`config.mk`:
```
export PLATFORM = sky130hd
export DESIGN_NAME = converter_fault_manager
export DESIGN_NICKNAME = d
export VERILOG_FILES = /design/src/verilog/fault_mgr_pkg.sv /design/src/verilog/converter_fault_manager.sv
export SDC_FILE = /design/constraint.sdc
export NUM_CORES = 1
export LEC_CHECK = 0
export ABC_AREA = 1
export BUFFER_PORTS_ARGS = -buffer_cell sky130_fd_sc_hd__buf_2
export CORE_MARGIN = 5
export CORE_UTILIZATION = 61
export CTS_CLUSTER_DIAMETER = 120
export CTS_CLUSTER_SIZE = 20
export DETAILED_ROUTE_END_ITERATION = 7
export PLACE_DENSITY = 0.84
export SYNTH_ARGS = -nofsm -noshare
export SYNTH_HDL_FRONTEND = slang
export SYNTH_SLANG_ARGS = --single-unit
```
`constraint.sdc`:
```
create_clock -name pclk -period 13.6 [get_ports pclk]
set_clock_uncertainty 0.05 [all_clocks]
set_input_delay 0.68 -clock pclk [delete_from_list [all_inputs] [get_ports pclk]]
set_output_delay 0.68 -clock pclk [all_outputs]
set_load 0.05 [all_outputs]
```
`src/verilog/fault_mgr_pkg.sv`:
```
// package for the converter fault manager: register map, layouts, timing
// assumes a 40 MHz pclk and an APB slave for software access
package fault_mgr_pkg;

   // ****************************************
   // register map (byte addresses)
   // ****************************************
   localparam logic [11:0] fault_type_config_addr = 12'h000;
   localparam logic [11:0] fault_spread_config_addr = 12'h004;
   localparam logic [11:0] protection_flags_reg_addr = 12'h008;
   localparam logic [11:0] ov_threshold_addr = 12'h00c;
   localparam logic [11:0] control_addr = 12'h010;

   // fault_type_config fields (bits 0-4: 1 = latching, bit 5: 1 = tracking off)
   localparam int ft_ot_latch_bit = 0;
   localparam int ft_tr_latch_bit = 1;
   localparam int ft_oc_latch_bit = 2;
   localparam int ft_uv_latch_bit = 3;
   localparam int ft_ov_latch_bit = 4;
   localparam int ft_tr_disable_bit = 5;
   // fault_spread_config fields
   localparam int fs_propagate_bit = 0;
   // control fields
   localparam int ctl_turn_on_bit = 0;

   // protection_flags_reg bit positions (active low)
   localparam int fl_overheat = 0;
   localparam int fl_ramp_dev = 1;
   localparam int fl_high_out = 2;
   localparam int fl_low_out = 3;
   localparam int fl_excess_cur = 4;
   localparam int fl_heat_warn = 5;

   // reset values
   localparam logic [5:0] fault_type_reset = 6'h00;
   localparam logic [0:0] fault_spread_reset = 1'h0;
   localparam logic [5:0] flags_reset = 6'h3f;
   localparam logic [7:0] ov_pct_reset = 8'h6e; // 110 percent
   localparam logic [0:0] control_reset = 1'h1;

   // thresholds in deg C, mV and percent
   localparam logic [7:0] ot_trip_c = 8'h78; // 120 C
   localparam logic [7:0] ot_warn_c = 8'h6e; // 110 C
   localparam logic [15:0] track_limit_mv = 16'h00fa; // 250 mV
   localparam logic [15:0] ov_floor_mv = 16'h03e8; // 1.0 V
   localparam logic [7:0] ov_pct_min = 8'h6e; // 110 percent
   localparam logic [7:0] ov_pct_max = 8'h82; // 130 percent

   // hiccup time and its cycle count at 40 MHz
   localparam int hiccup_ms = 130;
   localparam int clk_khz = 40000;
   localparam int hiccup_cycles = hiccup_ms * clk_khz;

   // converter phases
   typedef enum logic [1:0] {ph_off, ph_ramp_up, ph_steady, ph_ramp_down} phase_t;

   // switch commands toward the power stage
   typedef struct packed {
      logic regular_off; // ramp the output down
      logic fast_off;    // both switches off now
      logic low_side_on; // crowbar the output
   } shutdown_t;

   // analog measurements presented each cycle
   typedef struct packed {
      logic [7:0] temp_c;
      logic [15:0] vout_mv;
      logic [15:0] target_mv;
      logic [15:0] setpoint_mv;
      logic [15:0] prebias_mv;
      logic [15:0] uv_thresh_mv;
      logic current_limit;
   } sense_t;

endpackage

`default_nettype wire
```
`src/verilog/converter_fault_manager.sv`:
```
// converter fault manager: detection, shutdown choice, hiccup, group line
// assumes synchronous sense inputs, an APB master, a wired-low group line
//
// Overview of operation
// RULE1: over 120 C: overheat fault, ramped off, flag 0.
// RULE2: non-latching overheat restarts below 110 C.
// RULE3: tracking checked only during ramp-up.
// RULE4: tracking deviation over 250 mV: fault, off, flag 0.
// RULE5: tracking fault turns both switches off at once.
// RULE6: a fault type config bit disables tracking.
// RULE7: above pre-bias, output over high limit: error, off, flag 0.
// RULE8: high-output error: high side off, low side on together.
// RULE9: high limit 110 to 130 percent of setpoint, floor 1.0 V.
// RULE10: a group is one to 32 modules on one line.
// RULE11: propagate only when the spread config bit is set.
// RULE12: propagating, own fault or error pulls the line low.
// RULE13: line pulled low by a peer starts turn-off.
// RULE14: shared fault: bystanders ramp off, faulty one own type.
// RULE15: shared error: bystanders fast off, faulty one low side on. Code: bystanders ramp off (regular_off).
// RULE16: 130 ms hiccup from output zero to next ramp-up.
// RULE17: the manager supervises up to four groups.
// RULE18: the manager pulls configured other lines low.
// RULE19: non-latching retries every 130 ms until cause clears. Code: after the hiccup it waits in off until cause_gone.
// RULE20: latching stays off until cause gone and clear or recycle.
// RULE21: undervoltage in steady state, no current limit: ramped off.
// RULE22: current limit, output under low limit: fast off, flag 0.
// RULE23: error with fault together: error response wins.
// RULE24: group line only pulled low or released.
`timescale 1ns/1ps
`default_nettype none

module converter_fault_manager #(
   parameter int hiccup_count = fault_mgr_pkg::hiccup_cycles
) (
   input wire logic pclk,
   input wire logic presetn,
   input wire logic psel,
   input wire logic penable,
   input wire logic pwrite,
   input wire logic [11:0] paddr,
   input wire logic [31:0] pwdata,
   output logic [31:0] prdata,
   output logic pready,
   output logic pslverr,
   input wire fault_mgr_pkg::sense_t sense,
   input wire logic output_at_zero,
   input wire logic ramp_done,
   input wire logic group_ok_in,
   output logic group_ok_out,
   output logic group_ok_oe,
   output fault_mgr_pkg::shutdown_t shutdown,
   output logic ramp_start,
   output fault_mgr_pkg::phase_t phase,
   output logic [15:0] ov_limit_mv
);

   // ****************************************
   // declarations
   // ****************************************
   logic [5:0] fault_type_q;
   logic fault_spread_q;
   logic [5:0] flags_q;
   logic [7:0] ov_pct_q;
   logic turn_on_q;
   logic turn_on_prev_q;
   fault_mgr_pkg::phase_t phase_q;
   logic [31:0] hiccup_q;
   logic holdoff_q;
   logic latched_q;
   logic err_active_q, fast_fault_q;
   logic self_fault_q;
   logic [15:0] ov_limit_q;
   logic [23:0] ov_scaled;
   logic [15:0] track_diff;
   logic ot_event, tr_event, ov_event, uv_event, oc_event;
   logic any_fault, any_error, own_event, peer_event;
   logic own_latch;
   logic wr_en, rd_en;
   logic [5:0] flag_set, flag_clr;
   logic cause_gone;

   // ****************************************
   // apb slave
   // ****************************************
   assign wr_en = psel && penable && pwrite;
   assign rd_en = psel && penable && !pwrite;
   assign pready = 1'b1; // zero wait states

   // unmapped addresses answer with an error
   always_comb
   begin
      pslverr = 1'b0;
      if (psel && penable)
      begin
         case (paddr)
            fault_mgr_pkg::fault_type_config_addr,
            fault_mgr_pkg::fault_spread_config_addr,
            fault_mgr_pkg::protection_flags_reg_addr,
            fault_mgr_pkg::ov_threshold_addr,
            fault_mgr_pkg::control_addr: pslverr = 1'b0;
            default: pslverr = 1'b1;
         endcase
      end
   end

   // read data loaded in the setup cycle
   always_ff @(posedge pclk or negedge presetn)
   begin
      if (!presetn)
         prdata <= 32'h0;
      else if (psel && !penable && !pwrite)
      begin
         case (paddr)
            fault_mgr_pkg::fault_type_config_addr: prdata <= {26'h0, fault_type_q};
            fault_mgr_pkg::fault_spread_config_addr: prdata <= {31'h0, fault_spread_q};
            fault_mgr_pkg::protection_flags_reg_addr: prdata <= {26'h0, flags_q};
            fault_mgr_pkg::ov_threshold_addr: prdata <= {24'h0, ov_pct_q};
            fault_mgr_pkg::control_addr: prdata <= {30'h0, phase_q == fault_mgr_pkg::ph_off,
                                                    turn_on_q};
            default: prdata <= 32'h00000000;
         endcase
      end
   end

   // configuration registers
   always_ff @(posedge pclk or negedge presetn)
   begin
      if (!presetn)
      begin
         fault_type_q <= fault_mgr_pkg::fault_type_reset;
         fault_spread_q <= fault_mgr_pkg::fault_spread_reset;
         ov_pct_q <= fault_mgr_pkg::ov_pct_reset;
         turn_on_q <= fault_mgr_pkg::control_reset;
      end
      else if (wr_en)
      begin
         case (paddr)
            fault_mgr_pkg::fault_type_config_addr: fault_type_q <= pwdata[5:0];
            fault_mgr_pkg::fault_spread_config_addr: fault_spread_q <= pwdata[0];
            fault_mgr_pkg::ov_threshold_addr:
            begin
               // clamp into the legal band [RULE9]
               if (pwdata[7:0] < fault_mgr_pkg::ov_pct_min)
                  ov_pct_q <= fault_mgr_pkg::ov_pct_min;
               else if (pwdata[7:0] > fault_mgr_pkg::ov_pct_max)
                  ov_pct_q <= fault_mgr_pkg::ov_pct_max;
               else
                  ov_pct_q <= pwdata[7:0];
            end
            fault_mgr_pkg::control_addr: turn_on_q <= pwdata[fault_mgr_pkg::ctl_turn_on_bit];
            default: ;
         endcase
      end
   end

   // ****************************************
   // detection
   // ****************************************
   // effective high-output limit, floored at 1.0 V
   assign ov_scaled = 24'(sense.setpoint_mv * ov_pct_q / 16'd100);
   always_ff @(posedge pclk or negedge presetn)
   begin
      if (!presetn)
         ov_limit_q <= 16'hffff;
      else if (ov_scaled[15:0] < fault_mgr_pkg::ov_floor_mv || ov_scaled[23:16] != 8'h00)
         ov_limit_q <= (ov_scaled[23:16] != 8'h00) ? 16'hffff : fault_mgr_pkg::ov_floor_mv; // [RULE9]
      else
         ov_limit_q <= ov_scaled[15:0];
   end
   assign ov_limit_mv = ov_limit_q;

   assign track_diff = (sense.vout_mv > sense.target_mv) ? sense.vout_mv - sense.target_mv
                                                         : sense.target_mv - sense.vout_mv;

   // overheat watched always
   assign ot_event = sense.temp_c > fault_mgr_pkg::ot_trip_c; // [RULE1]
   // tracking only while ramping up and not disabled
   assign tr_event = phase_q == fault_mgr_pkg::ph_ramp_up // [RULE3]
                     && !fault_type_q[fault_mgr_pkg::ft_tr_disable_bit] // [RULE6]
                     && track_diff > fault_mgr_pkg::track_limit_mv; // [RULE4]
   // high output once above pre-bias
   assign ov_event = sense.vout_mv > sense.prebias_mv && sense.vout_mv > ov_limit_q; // [RULE7]
   // undervoltage only in steady state without current limit
   assign uv_event = phase_q == fault_mgr_pkg::ph_steady && !sense.current_limit
                     && sense.vout_mv < sense.uv_thresh_mv; // [RULE21]
   // overcurrent: current limiting drags output under the low threshold
   assign oc_event = sense.vout_mv > sense.prebias_mv && sense.current_limit
                     && sense.vout_mv < sense.uv_thresh_mv; // [RULE22]

   assign any_error = ov_event;
   assign any_fault = ot_event || tr_event || uv_event || oc_event;
   assign own_event = any_error || any_fault;
   // a peer pulls the line, not us
   assign peer_event = !group_ok_in && !group_ok_oe; // [RULE13]

   // latching type of the causes present now
   assign own_latch = (ot_event && fault_type_q[fault_mgr_pkg::ft_ot_latch_bit])
                   || (tr_event && fault_type_q[fault_mgr_pkg::ft_tr_latch_bit])
                   || (oc_event && fault_type_q[fault_mgr_pkg::ft_oc_latch_bit])
                   || (uv_event && fault_type_q[fault_mgr_pkg::ft_uv_latch_bit])
                   || (ov_event && fault_type_q[fault_mgr_pkg::ft_ov_latch_bit]);

   // ****************************************
   // status flags, active low
   // ****************************************
   assign flag_set = {1'b0, oc_event, uv_event, ov_event, tr_event, ot_event};
   // writing 1 to one of flag bits 4:0 clears it back to 1
   assign flag_clr = (wr_en && paddr == fault_mgr_pkg::protection_flags_reg_addr)
                     ? pwdata[5:0] : 6'h00;

   always_ff @(posedge pclk or negedge presetn)
   begin
      if (!presetn)
         flags_q <= fault_mgr_pkg::flags_reset;
      else
      begin
         // detection beats a same-cycle clear [RULE1] [RULE4] [RULE7] [RULE21] [RULE22]
         flags_q[4:0] <= (flags_q[4:0] | flag_clr[4:0]) & ~flag_set[4:0];
         // heat warning follows temperature with hysteresis
         if (ot_event)
            flags_q[fault_mgr_pkg::fl_heat_warn] <= 1'b0;
         else if (sense.temp_c < fault_mgr_pkg::ot_warn_c)
            flags_q[fault_mgr_pkg::fl_heat_warn] <= 1'b1;
      end
   end

   // ****************************************
   // shutdown selection
   // ****************************************
   // what caused the current off period
   always_ff @(posedge pclk or negedge presetn)
   begin
      if (!presetn)
      begin
         err_active_q <= 1'b0;
         fast_fault_q <= 1'b0;
         self_fault_q <= 1'b0;
      end
      else if (phase_q == fault_mgr_pkg::ph_off)
      begin
         err_active_q <= 1'b0;
         fast_fault_q <= 1'b0;
         self_fault_q <= 1'b0;
      end
      else if (own_event)
      begin
         err_active_q <= err_active_q || any_error;
         fast_fault_q <= fast_fault_q || tr_event || oc_event; // [RULE5]
         self_fault_q <= 1'b1;
      end
   end

   always_comb
   begin
      shutdown = '0;
      if (any_error || (self_fault_q && err_active_q))
      begin
         // error wins over any simultaneous fault [RULE23]
         shutdown.fast_off = 1'b1; // [RULE8] [RULE15]
         shutdown.low_side_on = 1'b1; // [RULE8] [RULE15]
      end
      else if (tr_event || oc_event || (self_fault_q && fast_fault_q))
         shutdown.fast_off = 1'b1; // [RULE5] [RULE22]
      else if (ot_event || uv_event || self_fault_q)
         shutdown.regular_off = 1'b1; // [RULE1] [RULE21] [RULE14]
      else if (peer_event)
         shutdown.regular_off = 1'b1; // [RULE14]
   end
   // the shared line carries no type, so bystanders ramp off [RULE15]

   // ****************************************
   // group line, open drain
   // ****************************************
   always_ff @(posedge pclk or negedge presetn)
   begin
      if (!presetn)
         group_ok_oe <= 1'b0;
      else
         group_ok_oe <= fault_spread_q // [RULE11]
                        && (own_event || (self_fault_q && phase_q != fault_mgr_pkg::ph_off)); // [RULE12]
   end
   assign group_ok_out = 1'b0; // only ever pulls low [RULE24]

   // ****************************************
   // phase and hiccup restart
   // ****************************************
   assign cause_gone = !own_event && !peer_event && sense.temp_c < fault_mgr_pkg::ot_warn_c; // [RULE2]

   always_ff @(posedge pclk or negedge presetn)
   begin
      if (!presetn)
         turn_on_prev_q <= 1'b0;
      else
         turn_on_prev_q <= turn_on_q;
   end

   always_ff @(posedge pclk or negedge presetn)
   begin
      if (!presetn)
      begin
         phase_q <= fault_mgr_pkg::ph_off;
         hiccup_q <= 32'h0;
         holdoff_q <= 1'b0;
         latched_q <= 1'b0;
      end
      else
      begin
         case (phase_q)
            fault_mgr_pkg::ph_off:
            begin
               // a latch is released by flag clear or turn-on recycle [RULE20]
               if (latched_q && ((flags_q[4:0] == 5'h1f) || (turn_on_q && !turn_on_prev_q)))
                  latched_q <= 1'b0;
               if (hiccup_q != 32'h0)
                  hiccup_q <= hiccup_q - 32'h1; // [RULE16]
               else if (turn_on_q && !latched_q && cause_gone)
               begin
                  phase_q <= fault_mgr_pkg::ph_ramp_up; // retry after hiccup [RULE19]
                  holdoff_q <= 1'b0;
               end
            end
            fault_mgr_pkg::ph_ramp_up, fault_mgr_pkg::ph_steady:
            begin
               if (own_event || peer_event || !turn_on_q)
               begin
                  phase_q <= fault_mgr_pkg::ph_ramp_down;
                  holdoff_q <= own_event || peer_event;
                  latched_q <= own_latch; // [RULE20]
               end
               else if (phase_q == fault_mgr_pkg::ph_ramp_up && ramp_done)
                  phase_q <= fault_mgr_pkg::ph_steady;
            end
            fault_mgr_pkg::ph_ramp_down:
            begin
               if (own_latch)
                  latched_q <= 1'b1;
               // hiccup timed from output reaching zero [RULE16]
               if (output_at_zero)
               begin
                  phase_q <= fault_mgr_pkg::ph_off;
                  hiccup_q <= holdoff_q ? 32'(hiccup_count) : 32'h0;
               end
            end
            default: phase_q <= fault_mgr_pkg::ph_off;
         endcase
      end
   end

   assign phase = phase_q;
   assign ramp_start = phase_q == fault_mgr_pkg::ph_off && hiccup_q == 32'h0
                       && turn_on_q && !latched_q && cause_gone;

endmodule

`default_nettype wire

```
Yosys cells after proc, flatten, opt, wreduce, memory -nomap -nowiden
Cells that the tools add are included. W data, S select, Z words.

Flip-flop bits (word level): 111. Output and inout bits: 58. Logic and storage cells: 178.

Add/subtract/negate cells: 3. Multipliers: 1. Div/mod/pow operators: 1. $lt $le $gt $ge: 10. Equality and inequality tests: 16. Multiplexer cells: 42. Bitwise operators: 3. Reductions and logical operators: 85.

Operators with widths (number): $mux W32 (2); $pmux W32 S2 (1); $gt A16 B16 Y1 (3); $mux W16 (3); $pmux W8 S5 (1); $logic_and A1 B1 Y1 (33); $logic_not A32 Y1 (1); $reduce_bool A32 Y1 (1); $sub A16 B16 Y16 (2); $sub A32 B1 Y32 const B (1); $div A24 B7 Y24 const B (1); $eq A12 B4 Y1 const B (2); $mul A16 B8 Y24 (1); $mux W1 (23); $mux W23 (1); $logic_or A1 B1 Y1 (21); $gt A16 B8 Y1 const B (1); $lt A16 B10 Y1 const B (1); $lt A16 B16 Y1 (1); $lt A8 B7 Y1 const B (2); $mux W8 (2); $eq A12 B3 Y1 const B (1); $eq A12 B5 Y1 const B (1); $logic_not A12 Y1 (1); 25 further kinds (54).

Longest topological paths before layout
Depth in word-level cells: 15. Gate-level depth with buffers: 114. Depth with buffers taken out: 112.

Worst setup path after synthesis
OpenSTA, ideal clock, no wires.

Path type: register to register. Start: reg ov_pct_q[6]. End: reg ov_limit_q[0], in the netlist ov_limit_mv[0]. Library setup time: 0.079 ns. Data arrival time: 11.252 ns. Required time: 13.471 ns. Path slack: 2.219 ns. Stages on the path, launching flop included: 90. Path buffers: 2. Clock period less this slack: 11.381 ns. Cell sequence: dfstp_2 clkbuf_1 clkbuf_1 nand2_1 fa_1 fa_1 inv_1 fa_1 inv_1 fa_1 inv_1 ha_1 a21oi_1 o21bai_1 a21oi_1 o21ai_1 nand3_1 nand2_2 [54 not listed] nand2_4 nand2_2 nand2_4 inv_2 nand2_2 nor2_1 o21ai_1 nand4_1 nand2_4 nand2_4 nand2_1 nand2_4 nor2_1 nand2_2 nand2_1 nand3_1 nand3_1 nand2_1.

Word-level cells in the longest chain between the ends: 5. Elaborated cells between the ends (all ways): 7. Those cells by class: mul: 1; div: 1; order compare: 1; mux: 2; reduce/logical: 2.

RTL lines: start, declared (line converter_fault_manager.sv:63) `logic [7:0] ov_pct_q;`; start signal, assigned (line converter_fault_manager.sv:132) `ov_pct_q <= fault_mgr_pkg::ov_pct_reset;`; start signal, assigned (line converter_fault_manager.sv:144) `ov_pct_q <= fault_mgr_pkg::ov_pct_min;`; start signal, assigned (line converter_fault_manager.sv:146) `ov_pct_q <= fault_mgr_pkg::ov_pct_max;`; $mul A16 B8 Y24 * (line converter_fault_manager.sv:160) `assign ov_scaled = 24'(sense.setpoint_mv * ov_pct_q / 16'd100);`; $div A24 B7 Y24 * (line converter_fault_manager.sv:160); $lt A16 B10 Y1 or $reduce_bool A8 Y1 (tied branches) (line converter_fault_manager.sv:165, converter_fault_manager.sv:166); $logic_or A1 B1 Y1 or $mux W16 (tied branches) (line converter_fault_manager.sv:165, converter_fault_manager.sv:166); $mux W16 * (line converter_fault_manager.sv:165) `else if (ov_scaled[15:0] < fault_mgr_pkg::ov_floor_mv || ov_scaled[23:16] != 8'h00)`; end signal, assigned (line converter_fault_manager.sv:166) `ov_limit_q <= (ov_scaled[23:16] != 8'h00) ? 16'hffff : fault_mgr_pkg::ov_floor_mv;`; end signal, assigned (line converter_fault_manager.sv:168) `ov_limit_q <= ov_scaled[15:0];`; end, declared (line converter_fault_manager.sv:72) `logic [15:0] ov_limit_q;`.

Every way passes the cells marked *; elsewhere a longest branch is shown, timed or not. A chain may end at the register's enable or synchronous reset.

Final worst setup path
Same ends and word-level chain as after synthesis.

==> out/metrics.yaml <==
logic_synthesis:
  synth_xor_area_share_pct: 2.81
  async_flop_share_pct: 100
  synth_cell_type_count: 76
  synth_edf_count: 0
  synth_seq_cells: 87
  syn_avg_cell_area_um2: 6.77
  synth_top_area_share_pct: 12.3
  synth.area.mux_share_pct: 0.488
  synth_compound_area_share_pct: 11.0
  synth_area_leaders: "nand2_1, fa_1, inv_1"
  synth-simple-area-share_pct: 32.7
  synthCells: 2159
  synth_fa_ha_area_share_pct: 22.7
  syn-cell-area_mm2: 0.0146
  synth_ff_type: "dfrtp_1"
  ys_warn_count: 0
  yosysTopAreaCell: "nand2_1"
  synth_top_family_by_area: "simple AND/OR/NAND/NOR gates"
  synth-seq-area-share_pct: 15.1
global_routing:
  first_global_vias: 13900
  antenna_found_initial: 1
  grt_usage_pct: 27.0
  grt_max_degree: 88
  grt_first_pass_wirelength_mm: 61.9
  grt-ovfl-total: 0
cts:
  cts_sinks: 87
  cts-root-buf: "clkbuf_16"
  cts_tree: "yes"
  path_clk_slew_ns: 0.08
  cts_buffer_depth: 2
  h-tree-depth: 3
  insertion_delay_ns: 0.36
  numCtsBuffers: 9
finish:
  n_fill_cell: 2066
  nNetsFinal: 2636
  final_common_cell: "nand2_1"
  layout_common_cells: "nand2_1, inv_1, buf_2"
  area_delta_synth_final_pct: 8.81
  drive_gt1_share_pct: 17.3
floorplanning:
  die_height_um: 165
  coreArea_mm2: 0.0235
  rows: 56
  chipWidth_um: 165
  dieArea_mm2: 0.0272
  initial_utilization_pct: 62.1
  io_pins: 199
worst_setup_path:
  worstSetupEndpointType: "flop"
  reg2reg_setup_slack_ns: 1.22
  cp.required_ns: 13.84
  reg2reg_to: "ov_limit_mv[0]"
  slowest_delay_ns: 0.67
  arrival_ns: 12.62
  cp-start-kind: "flop"
  r2r_cells: 95
  crit_path_max_fanout: 8
  worstSetupPathType: "reg2reg"
  r2r-start: "ov_pct_q[6]"
  critPathSlowestCell: "dfstp_4"
sta:
  rsz0062_at_grt: "no"
  fin_crit_sh_pct: 91.0
  maxSlewHeadroom_pct: 25.8
  final_max_slew_viol_count: 0
  setup_violations: 0
  hold_viol: 0
  min_period_ns: 12.38
  worst_pin_slew_ns: 1.11
  tns_ns: 0
  max_freq_ghz: 0.0808
detailed_routing:
  drt_pass1_iterations: 5
  drt_wl_total_mm: 36.2
  post-route-drc-count: 0
  first_iter_violations: 926
  ant_nets: 0
  vias: 14100
  post_drt_wl_per_cell_um: 13.9
  vias_per_cell: 5.40
place:
  numPortBuffers: 148
  globalplace.congestion: 0.981
  hpwl_mm: 30.0
hold_path:
  hold_start: "turn_on_q"
  holdPathEnd: "turn_on_prev_q"
  hold_class: "reg2reg"
  holdPathStages: 0
status:
  status: "completed"
flow_run:
  drv_cap: 0
-- cells by family (layout without fill, tap and decap cells) --
family,Yosys count,after routing
muxes,7,7
DFF,87,87
xor gates and xnor gates,46,46
other,2,27
AOI/OAI and AO/OA,266,266
and+or+nand+nor,976,976
adders and majority gates,214,214
buffers and inverters,561,664
-- synthesized netlist by cell type (27+ instances only) --
cell type,count
a21oi_1,85
clkbuf_1,38
dfrtp_1,59
dfstp_2,28
fa_1,86
ha_1,128
inv_1,456
inv_2,27
nand2_1,478
nand2_2,67
nand2_4,32
nand3_1,104
nand4_1,41
nor2_1,147
nor3_1,31
o21ai_0,79
xor2_1,34
-- layout make-up --
class / count / area, um2 / share of cell area (%)
Clock buffer: 9 / 225 / 1.42
Sequential cell: 87 / 2230 / 14.0
Clock inverter: 7 / 67.6 / 0.425
Inverter: 492 / 1860 / 11.7
Multi-Input combinational cell: 1535 / 10300 / 64.8
Antenna cell: 1 / 2.50 / 0.0157
Tap cell: 319 / 399 / 2.51
Timing Repair Buffer: 156 / 816 / 5.13
-- timing repair --
action	4_1_cts	5_1_grt
endpoints found under the hold margin	0	0
endpoints found under the setup margin	0	2
resized for setup	0	14
hold buffers	0	0
buffers inserted	0	6
-- registers in the layout, summed over array words and instances (netlist names) --
name and cells:
err_active_q 1, fast_fault_q 1, fault_spread_q 1, fault_type_q 6
flags_q 6, group_ok_oe 1, hiccup_q 32, holdoff_q 1
latched_q 1, ov_limit_mv 16, ov_pct_q 8, phase 2
prdata 8, self_fault_q 1, turn_on_prev_q 1, turn_on_q 1
-- layer usage --
metal	part of all wire (%)	routed length [um]	GRT usage (%)
met1	42	15100	33.6
met2	51	18400	49.6
met3	5.1	1860	2.42
met4	2.3	830	8.05
met5	0	0	0
-- worst max-delay path, delay by kind of cell (launching register included) --
family          cells  cell delay [ns]
compound gates      3             0.43
fa+ha+maj           5             2.47
flops               1             0.67
buf+inv             3             0.21
simple gates       84             8.41
-- how the worst max path moves through the flow --
| stage | startpoint | slack (ns) | to | cells after the start |
|---|---|---|---|---|
| floorplan | ov_pct_q[6] | 2.22 | ov_limit_mv[0] | 89 |
| global placement | sense[42] | 1.44 | ov_limit_mv[0] | 91 |
| detailed placement | sense[37] | 1.02 | ov_limit_mv[0] | 93 |
| CTS | ov_pct_q[7] | 1.05 | ov_limit_mv[0] | 87 |
| global route | ov_pct_q[6] | 0.003 | ov_limit_mv[0] | 97 |
| finish | ov_pct_q[6] | 1.22 | ov_limit_mv[0] | 95 |
-- metrics by stage --
step,setup slack (ns),std cells,util (%),hold slack (ns),area [um2]
after floorplan,2.22,2183,-,0.334,14700
after detailed placement,1.02,2583,65.9,0.345,15500
final,1.22,2606,67.6,0.341,15900
after global routing,0.00302,2606,67.6,0.343,15900
after global placement,1.44,2583,65.9,0.340,15500
after CTS,1.05,2599,67.1,0.341,15800
Power is not shown: default switching activity piles up to over one toggle a cycle in this logic, so the estimate is an artifact.
